## src/shared/aio_pkg.sv

```systemverilog
package aio_pkg;

  // data and channel geometry
  localparam int unsigned IN_CH     = 4;
  localparam int unsigned OUT_CH    = 2;
  localparam int unsigned DATA_W    = 16;
  localparam int unsigned CH_IDX_W  = 2;

  // configuration word layout: word 0 input enables, word 1 output enables
  localparam int unsigned CFG_EN_IN_POS   = 8;
  localparam int unsigned CFG_EN_OUT_POS  = 8;
  localparam logic [15:0] CFG0_UNUSED_MASK = 16'hf004;
  localparam logic [15:0] CFG1_UNUSED_MASK = 16'hfc04;

  // over-range limit on raw codes (full scale 10 V maps to this code)
  localparam logic [15:0] IN_LIMIT_DEF  = 16'h7fff;
  localparam logic [15:0] OUT_LIMIT_DEF = 16'h7fff;

  // self-check duration
  localparam int unsigned CHECK_NS     = 1000;
  localparam int unsigned CLK_NS       = 5;
  localparam int unsigned CHECK_CYCLES = (CHECK_NS + CLK_NS - 1) / CLK_NS;

  // reset values
  localparam logic [15:0] WORD_RST   = 16'h0000;
  localparam logic [3:0]  STAT_RST   = 4'h0;

  // one sample from the converter
  typedef struct packed {
    logic [CH_IDX_W-1:0] ch;
    logic [DATA_W-1:0]   value;
    logic                over;
  } sample_type;

  // one output word arriving from the bus
  typedef struct packed {
    logic                ch;
    logic [DATA_W-1:0]   value;
  } out_word_type;

endpackage

```

## src/hdl/skid_buffer.sv

```systemverilog
`timescale 1ns/1ps
`default_nettype none

// two-entry buffer; upstream ready depends only on fill level
module skid_buffer #(
  parameter int unsigned WIDTH = 8
) (
  // clock and reset
  input  wire logic             mclk_in,
  input  wire logic             rst_n_in,
  // fill side
  input  wire logic             s_valid_in,
  output logic                  s_ready_out,
  input  wire logic [WIDTH-1:0] s_data_in,
  // drain side
  output logic                  m_valid_out,
  input  wire logic             m_ready_in,
  output logic [WIDTH-1:0]      m_data_out
);

  logic [WIDTH-1:0] mem_r [2];
  logic [WIDTH-1:0] mem_nxt [2];
  logic [1:0]       cnt_r;
  logic [1:0]       cnt_nxt;
  logic             rd_r;
  logic             rd_nxt;
  logic             wr_r;
  logic             wr_nxt;
  logic             push;
  logic             pop;

  assign s_ready_out = (cnt_r != 2'd2);
  assign m_valid_out = (cnt_r != 2'd0);
  assign m_data_out  = mem_r[rd_r];
  assign push        = s_valid_in && s_ready_out;
  assign pop         = m_valid_out && m_ready_in;

  // pointer and count update
  always_comb begin
    mem_nxt = mem_r;
    wr_nxt  = wr_r;
    rd_nxt  = rd_r;
    cnt_nxt = cnt_r;
    if (push) begin
      mem_nxt[wr_r] = s_data_in;
      wr_nxt        = ~wr_r;
    end
    if (pop) begin
      rd_nxt = ~rd_r;
    end
    case ({push, pop})
      2'b10:   cnt_nxt = cnt_r + 2'd1;
      2'b01:   cnt_nxt = cnt_r - 2'd1;
      default: cnt_nxt = cnt_r;
    endcase
  end

  always_ff @(posedge mclk_in) begin
    mem_r <= mem_nxt;
    if (!rst_n_in) begin
      cnt_r <= 2'd0;
      rd_r  <= 1'b0;
      wr_r  <= 1'b0;
    end else begin
      cnt_r <= cnt_nxt;
      rd_r  <= rd_nxt;
      wr_r  <= wr_nxt;
    end
  end

endmodule // skid_buffer

`default_nettype wire

```

## src/hdl/analog_io_sequencer.sv

```systemverilog
`timescale 1ns/1ps
`default_nettype none

module analog_io_sequencer #(
  parameter int unsigned CHECK_LEN = aio_pkg::CHECK_CYCLES
) (
  // clock and reset
  input  wire logic                        mclk_in,
  input  wire logic                        rst_n_in,
  // self-check result
  input  wire logic                        check_fail_in,
  // configuration from the controller
  input  wire logic                        cfg_valid_in,
  input  wire logic [15:0]                 cfg_word0_in,
  input  wire logic [15:0]                 cfg_word1_in,
  // shared converter and multiplexer
  output logic [aio_pkg::CH_IDX_W-1:0]     mux_sel_out,
  output logic                             adc_start_out,
  input  wire logic                        adc_done_in,
  input  wire logic [aio_pkg::DATA_W-1:0]  adc_data_in,
  // input samples toward the controller
  output logic                             smp_valid_out,
  input  wire logic                        smp_ready_in,
  output aio_pkg::sample_type              smp_out,
  input  wire logic                        smp_xfer_ok_in,
  // output words from the controller
  input  wire logic                        out_valid_in,
  input  wire aio_pkg::out_word_type       out_word_in,
  input  wire logic                        out_xfer_ok_in,
  output logic [aio_pkg::DATA_W-1:0]       dac0_out,
  output logic [aio_pkg::DATA_W-1:0]       dac1_out,
  // status
  output logic                             status_led_out,
  output logic                             cfg_err_out,
  output logic [aio_pkg::IN_CH-1:0]        in_over_out,
  output logic [aio_pkg::OUT_CH-1:0]       out_over_out
);

  typedef enum logic [1:0] {
    ST_CHECK,
    ST_WAIT_CFG,
    ST_RUN,
    ST_FAULT
  } state_type;

  state_type                        st_r,      st_nxt;
  logic [15:0]                      cnt_r,     cnt_nxt;
  logic                             led_r,     led_nxt;
  logic                             err_r,     err_nxt;
  logic [aio_pkg::IN_CH-1:0]        in_en_r,   in_en_nxt;
  logic [aio_pkg::OUT_CH-1:0]       out_en_r,  out_en_nxt;
  logic [aio_pkg::CH_IDX_W-1:0]     sel_r,     sel_nxt;
  logic                             busy_r,    busy_nxt;
  logic                             start_r,   start_nxt;
  logic [aio_pkg::IN_CH-1:0]        iov_r,     iov_nxt;
  logic [aio_pkg::OUT_CH-1:0]       oov_r,     oov_nxt;
  logic [aio_pkg::DATA_W-1:0]       dac_r [2];
  logic [aio_pkg::DATA_W-1:0]       dac_nxt [2];
  logic                             buf_ready;
  logic                             buf_valid;
  aio_pkg::sample_type              buf_data;
  aio_pkg::sample_type              smp_new;
  logic                             smp_push;
  logic                             smp_take;
  logic                             cfg_bad;
  logic                             smp_v_r;
  aio_pkg::sample_type              smp_d_r;

  // bits 15:12 and 2 of word 0, or 15:10 and 2 of word 1, set to one make the setup invalid
  assign cfg_bad = |(cfg_word0_in & aio_pkg::CFG0_UNUSED_MASK)
                || |(cfg_word1_in & aio_pkg::CFG1_UNUSED_MASK);

  // one carrier word, over-range judged on every sample taken
  assign smp_new  = '{ch:    sel_r,
                      value: adc_data_in,
                      over:  adc_data_in > aio_pkg::IN_LIMIT_DEF};
  assign smp_push = busy_r && adc_done_in;
  // a sample retires only on a transfer both sides call clean; a bad one is offered again
  assign smp_take = smp_ready_in && smp_xfer_ok_in;

  // buffer decouples a slow controller from the converter pace
  skid_buffer #(.WIDTH($bits(aio_pkg::sample_type))) u_buf (
    .mclk_in     (mclk_in),
    .rst_n_in    (rst_n_in),
    .s_valid_in  (smp_push),
    .s_ready_out (buf_ready),
    .s_data_in   (smp_new),
    .m_valid_out (buf_valid),
    .m_ready_in  (!smp_v_r || smp_take),
    .m_data_out  (buf_data)
  );

  // output register stage keeps the sample port flop-driven
  always_ff @(posedge mclk_in) begin
    if (!rst_n_in) begin
      smp_v_r <= 1'b0;
      smp_d_r <= '0;
    end else if (!smp_v_r || smp_take) begin
      smp_v_r <= buf_valid;
      smp_d_r <= buf_data;
    end
  end

  // sequencer, configuration and status next state
  always_comb begin
    st_nxt     = st_r;
    cnt_nxt    = cnt_r;
    led_nxt    = led_r;
    err_nxt    = err_r;
    in_en_nxt  = in_en_r;
    out_en_nxt = out_en_r;
    sel_nxt    = sel_r;
    busy_nxt   = busy_r;
    start_nxt  = 1'b0;
    iov_nxt    = iov_r;
    oov_nxt    = oov_r;
    dac_nxt    = dac_r;
    case (st_r)
      ST_CHECK: begin
        led_nxt = 1'b0;
        if (cnt_r == 16'(CHECK_LEN - 1)) begin
          if (check_fail_in) begin
            st_nxt = ST_FAULT;
          end else begin
            st_nxt  = ST_WAIT_CFG;
            led_nxt = 1'b1;
          end
        end else begin
          cnt_nxt = cnt_r + 16'h0001;
        end
      end
      ST_WAIT_CFG, ST_RUN: begin
        if (cfg_valid_in) begin
          if (cfg_bad) begin
            err_nxt    = 1'b1;
            in_en_nxt  = '0;
            out_en_nxt = '0;
            st_nxt     = ST_WAIT_CFG;
          end else begin
            err_nxt    = 1'b0;
            in_en_nxt  = cfg_word0_in[aio_pkg::CFG_EN_IN_POS +: aio_pkg::IN_CH];
            out_en_nxt = cfg_word1_in[aio_pkg::CFG_EN_OUT_POS +: aio_pkg::OUT_CH];
            st_nxt     = ST_RUN;
          end
        end
        // a conversion in flight completes even if the setup was just dropped,
        // otherwise busy would stick and the scan would never restart
        if (smp_push) begin
          busy_nxt       = 1'b0;
          iov_nxt[sel_r] = smp_new.over;
          sel_nxt        = sel_r + 2'd1;
        end
        if (st_r == ST_RUN) begin
          // round robin over enabled inputs; judged on the setup about to hold
          if (!busy_r && buf_ready && st_nxt == ST_RUN && in_en_nxt[sel_r]) begin
            busy_nxt  = 1'b1;
            start_nxt = 1'b1;
          end else if (!busy_r && !in_en_nxt[sel_r]) begin
            iov_nxt[sel_r] = 1'b0;
            sel_nxt        = sel_r + 2'd1;
          end
          // output words land only on a confirmed transfer
          if (out_valid_in && out_xfer_ok_in && out_en_r[out_word_in.ch]) begin
            dac_nxt[out_word_in.ch] = out_word_in.value;
            oov_nxt[out_word_in.ch] = out_word_in.value > aio_pkg::OUT_LIMIT_DEF;
          end
        end
      end
      ST_FAULT: begin
        led_nxt = 1'b0;
      end
      default: st_nxt = ST_CHECK;
    endcase
  end

  always_ff @(posedge mclk_in) begin
    if (!rst_n_in) begin
      st_r     <= ST_CHECK;
      cnt_r    <= aio_pkg::WORD_RST;
      led_r    <= 1'b0;
      err_r    <= 1'b0;
      in_en_r  <= aio_pkg::STAT_RST;
      out_en_r <= '0;
      sel_r    <= '0;
      busy_r   <= 1'b0;
      start_r  <= 1'b0;
      iov_r    <= aio_pkg::STAT_RST;
      oov_r    <= '0;
      dac_r[0] <= aio_pkg::WORD_RST;
      dac_r[1] <= aio_pkg::WORD_RST;
    end else begin
      st_r     <= st_nxt;
      cnt_r    <= cnt_nxt;
      led_r    <= led_nxt;
      err_r    <= err_nxt;
      in_en_r  <= in_en_nxt;
      out_en_r <= out_en_nxt;
      sel_r    <= sel_nxt;
      busy_r   <= busy_nxt;
      start_r  <= start_nxt;
      iov_r    <= iov_nxt;
      oov_r    <= oov_nxt;
      dac_r    <= dac_nxt;
    end
  end

  // port drive, all from flops
  assign mux_sel_out    = sel_r;
  assign adc_start_out  = start_r;
  assign smp_valid_out  = smp_v_r;
  assign smp_out        = smp_d_r;
  assign dac0_out       = dac_r[0];
  assign dac1_out       = dac_r[1];
  assign status_led_out = led_r;
  assign cfg_err_out    = err_r;
  assign in_over_out    = iov_r;
  assign out_over_out   = oov_r;

  // checks
  chk_led_dark_check: assert property (@(posedge mclk_in) disable iff (!rst_n_in)
    st_r == ST_CHECK |-> !status_led_out) else $error("led lit during check");
  chk_led_on_pass: assert property (@(posedge mclk_in) disable iff (!rst_n_in)
    st_r == ST_CHECK && st_nxt == ST_WAIT_CFG |=> status_led_out)
    else $error("led not lit after pass");
  chk_no_start_wait: assert property (@(posedge mclk_in) disable iff (!rst_n_in)
    st_r != ST_RUN |=> !adc_start_out) else $error("conversion before config");
  chk_cfg_error_flag: assert property (@(posedge mclk_in) disable iff (!rst_n_in)
    st_r != ST_CHECK && st_r != ST_FAULT && cfg_valid_in && cfg_bad |=> cfg_err_out)
    else $error("bad config not flagged");
  chk_start_enabled: assert property (@(posedge mclk_in) disable iff (!rst_n_in)
    adc_start_out |-> in_en_r[mux_sel_out]) else $error("disabled channel converted");
  chk_in_over_set: assert property (@(posedge mclk_in) disable iff (!rst_n_in)
    st_r == ST_RUN && smp_push |=> in_over_out[$past(sel_r)] == $past(smp_new.over))
    else $error("input over-range wrong");
  chk_dac_confirmed: assert property (@(posedge mclk_in) disable iff (!rst_n_in)
    $changed(dac0_out) || $changed(dac1_out) |-> $past(out_valid_in && out_xfer_ok_in))
    else $error("output updated unconfirmed");
  chk_out_over: assert property (@(posedge mclk_in) disable iff (!rst_n_in)
    st_r == ST_RUN && out_valid_in && out_xfer_ok_in && out_en_r[out_word_in.ch]
    |=> out_over_out[$past(out_word_in.ch)]
        == ($past(out_word_in.value) > aio_pkg::OUT_LIMIT_DEF))
    else $error("output over-range wrong");
  chk_mux_advance: assert property (@(posedge mclk_in) disable iff (!rst_n_in)
    st_r == ST_RUN && smp_push |=> mux_sel_out == $past(sel_r) + 2'd1)
    else $error("mux did not advance");
  chk_smp_held_bad: assert property (@(posedge mclk_in) disable iff (!rst_n_in)
    smp_valid_out && !smp_take |=> smp_valid_out && $stable(smp_out))
    else $error("sample dropped without clean transfer");

  cov_pass: cover property (@(posedge mclk_in) st_r == ST_CHECK ##1 st_r == ST_WAIT_CFG);
  cov_run: cover property (@(posedge mclk_in) st_r == ST_RUN && smp_push);
  cov_bad_cfg: cover property (@(posedge mclk_in) cfg_err_out);
  cov_stall: cover property (@(posedge mclk_in) smp_valid_out && !smp_ready_in && !buf_ready);

endmodule // analog_io_sequencer

`default_nettype wire

```

## config.mk

```make
export PLATFORM = sky130hd
export DESIGN_NAME = analog_io_sequencer
export DESIGN_NICKNAME = d
export VERILOG_FILES = /design/src/shared/aio_pkg.sv /design/src/hdl/skid_buffer.sv /design/src/hdl/analog_io_sequencer.sv
export SDC_FILE = /design/constraint.sdc
export NUM_CORES = 1
export LEC_CHECK = 0
export BUFFER_PORTS_ARGS = -buffer_cell sky130_fd_sc_hd__buf_2
export CORE_MARGIN = 2
export CORE_UTILIZATION = 59
export CTS_BUF_LIST = sky130_fd_sc_hd__clkbuf_4
export DETAILED_ROUTE_END_ITERATION = 16
export PLACE_DENSITY = 0.86
export SETUP_SLACK_MARGIN = 0.3
export SLEW_MARGIN = 20
export SYNTH_ARGS = -nofsm -noshare
export SYNTH_HDL_FRONTEND = slang
export SYNTH_SLANG_ARGS = --single-unit
export TNS_END_PERCENT = 100
```

## constraint.sdc

```tcl
create_clock -name mclk_in -period 3.6 [get_ports mclk_in]
set_input_delay 0.54 -clock mclk_in [delete_from_list [all_inputs] [get_ports mclk_in]]
set_output_delay 0.54 -clock mclk_in [all_outputs]
set_load 0.1 [all_outputs]
```

==> results.cfg <==
[clocking]
clockBufferDepth = 2
clock-root-buffer = clkbuf_4
worstSkewPairLatency_ns = 0.50
tritoncts = done
cts_setup_buffers = 0
ctsResizeCount = 0
ctsHoldBuffers = 0
clk_pin_slew_ns = 0.13
h-tree-depth = 4
cts_sinks = 130
cts_buffers = 17

[power]
p_leak_nw = 2.48
seqPwrFrac_pct = 52.7
power_density_nw_per_um2 = 497
total_power_mw = 3.08
power.share.clock_pct = 28.8
ir_worst_vdd_mv = 0.231
power.internal_mw = 2.06
p_sw_mw = 1.02
p_comb_share_pct = 18.5
power.share.switching_pct = 33.1

[yosys]
synthCells = 507
synthDistinctLibCells = 45
synth_fp_nets = 590
netlist_area_um2 = 5310
yosys_warnings = 0
synth_seq_area_share_pct = 56.2
synth.avg_cell_area_um2 = 10.5
ys_seq_elements = 130

[route]
firstDrtPassIters = 4
wire_per_inst_um = 14.8
dr.first_iter.drc_count = 151
viasPerCell = 5.45
antenna_left = 0
num_vias = 4044
drc_errors = 0
routed_wl_mm = 11.0

[setup_path]
start_kind = register
crit_arrival_ns = 2.59
path_class = reg -> reg
cp.required_ns = 3.96
max_stage_delay_ns = 0.87
cp_max_fo = 18
worstSetupEndpointType = register
crit_path_cell_trace = ha_1 > and3_1 > and3b_1 > mux2i_1 > nor2_1
critPathSlowestCell = and3b_1

[timing]
clock_skew_ns = 0.0223
report.final.hold_viol_count = 0
holdWs_ns = 0.219
fin_tns_setup_ns = 0
tightestPinTransition_ns = 1.06
post-route-period-util_pct = 62.1
setup_viol = 0
fin_crit_ns = 2.24
slew_headroom_pct = 29.6
fmaxAchievable_mhz = 447
setup_ws_ns = 1.36
rsz0062_at_grt = false
report.final.slew_viol_count = 0

[grt]
grt_max_degree = 47
grt_usage_pct = 23.0
antenna_found_initial = 0
overflow = 0
grt_pass1_vias = 3936
grt_first_pass_wirelength_mm = 18.0

[finish]
n_antenna_cell = 0
fin_cells = 742
nNetsFinal = 704
post-route-util_pct = 71.1
finish.instance_area_um2 = 6200
layout-drive-gt1-share_pct = 27.0
syn2layout_area_growth_pct = 16.9
mostFrequentLayoutCells = buf_2, dfxtp_1, nand2_1
final_common_cell = buf_2

[floorplanning]
die_width_um = 98.8
die_h_um = 98.8
num_rows = 34
core_um2 = 8720
die_area_um2 = 9770
io_pins = 137
start_util_pct = 60.8

[place]
gp_congestion = 0.850
post-dp-hpwl_mm = 7.76
port_buffers = 122
place_ws_ns = 1.38
dp.cells = 710
dpl_cell_area_um2 = 5940

[worst_hold_path]
hold_path.class = in -> reg

[status]
status = completed

[run]
cap_violations = 0
## path summary, 6_finish.rpt
path | startpoint | end | slack [ns] | depth (start not counted)
setup / recovery | st_r[1] | dac0_out[3] | 1.36 | 5
hold / removal | adc_data_in[13] | u_buf.mem_r[14] | 0.22 | 1
setup reg to reg | st_r[1] | dac0_out[3] | 1.36 | 5
hold reg to reg | dac1_out[12] | dac1_out[12] | 0.46 | 2
## power groups by stage
stage | Sequential (mW) | Clock, mW | Combinational, mW
2_1_floorplan | 1.87 | 0 | 0.232
3_3_place_gp | 1.65 | 0 | 0.560
3_5_place_dp | 1.66 | 0 | 0.574
4_1_cts | 1.62 | 0.909 | 0.575
5_1_grt | 1.63 | 0.968 | 0.608
6_report | 1.62 | 0.889 | 0.570
## synthesized netlist by cell type, drive strengths merged
cell	count	area (um2)
a211o	1	8.76
a211oi	19	143
a21oi	39	199
a22oi	1	21.3
a31oi	1	6.26
a32o	1	11.3
a41oi	1	16.3
and2	3	18.8
and3	10	62.6
and3b	1	8.76
and4	1	8.76
and4bb	1	12.5
buf	11	66.3
clkbuf	19	71.3
dfxtp	92	1840
edfxtp	38	1140
ha	9	113
inv	14	52.6
mux2i	43	430
mux4	1	22.5
nand2	61	229
nand2b	6	37.5
nand3	19	95.1
nand3b	1	7.51
nand4	5	31.3
nor2	57	214
nor2b	7	43.8
nor3	5	25.0
nor3b	1	7.51
nor4	5	82.6
nor4b	1	15.0
o21a	2	15.0
o21ai	7	35.0
o31ai	5	51.3
or3	2	12.5
xnor2	9	78.8
xor2	8	70.1
## registers in the layout (all words and copies together) (netlist names), 4 cells and up
register	flops
u_buf.mem_r	38
in_over_out	4
dac0_out	16
smp_out	19
dac1_out	16
cnt_r	16
in_en_r	4
## cell families (layout without fill, tap and decap cells)
group / count (synthesis) / after routing / share of synthesized area [%]
DFF: 130 / 130 / 56.2
and+or+nand+nor: 186 / 186 / 17.2
xor gates and xnor gates: 17 / 17 / 2.81
AOI/OAI and AO/OA: 77 / 77 / 9.55
muxes: 44 / 44 / 8.54
adders and majority gates: 9 / 9 / 2.12
buffers and inverters: 44 / 171 / 3.58
## layer usage
layer  GRT usage (%)  vias up  routed length (um)
met5               0        -                   0
met4            8.54        0                 142
met3            6.10       15                 597
met2            37.8      133                5440
met1            29.1     1892                4770
li1                -     2004                   -
## area by class of cell
cell class                 count  area (um2)
fill                         636        2520
clock buffer                  17         128
inverter                      14        52.6
tap                          108         135
multi-input combinational    333        2140
timing repair buffer         125         633
clock inverter                15         135
sequential                   130        2980
## worst max-delay path: cells and delay by family (launching register included)
family / cells / cell delay, ns
adder cells (fa/ha/maj): 1 / 0.23
flip-flops: 1 / 0.44
multiplexers: 1 / 0.28
AND/OR/NAND/NOR: 3 / 1.13
Note: power is estimated with default switching activity, not from simulation.
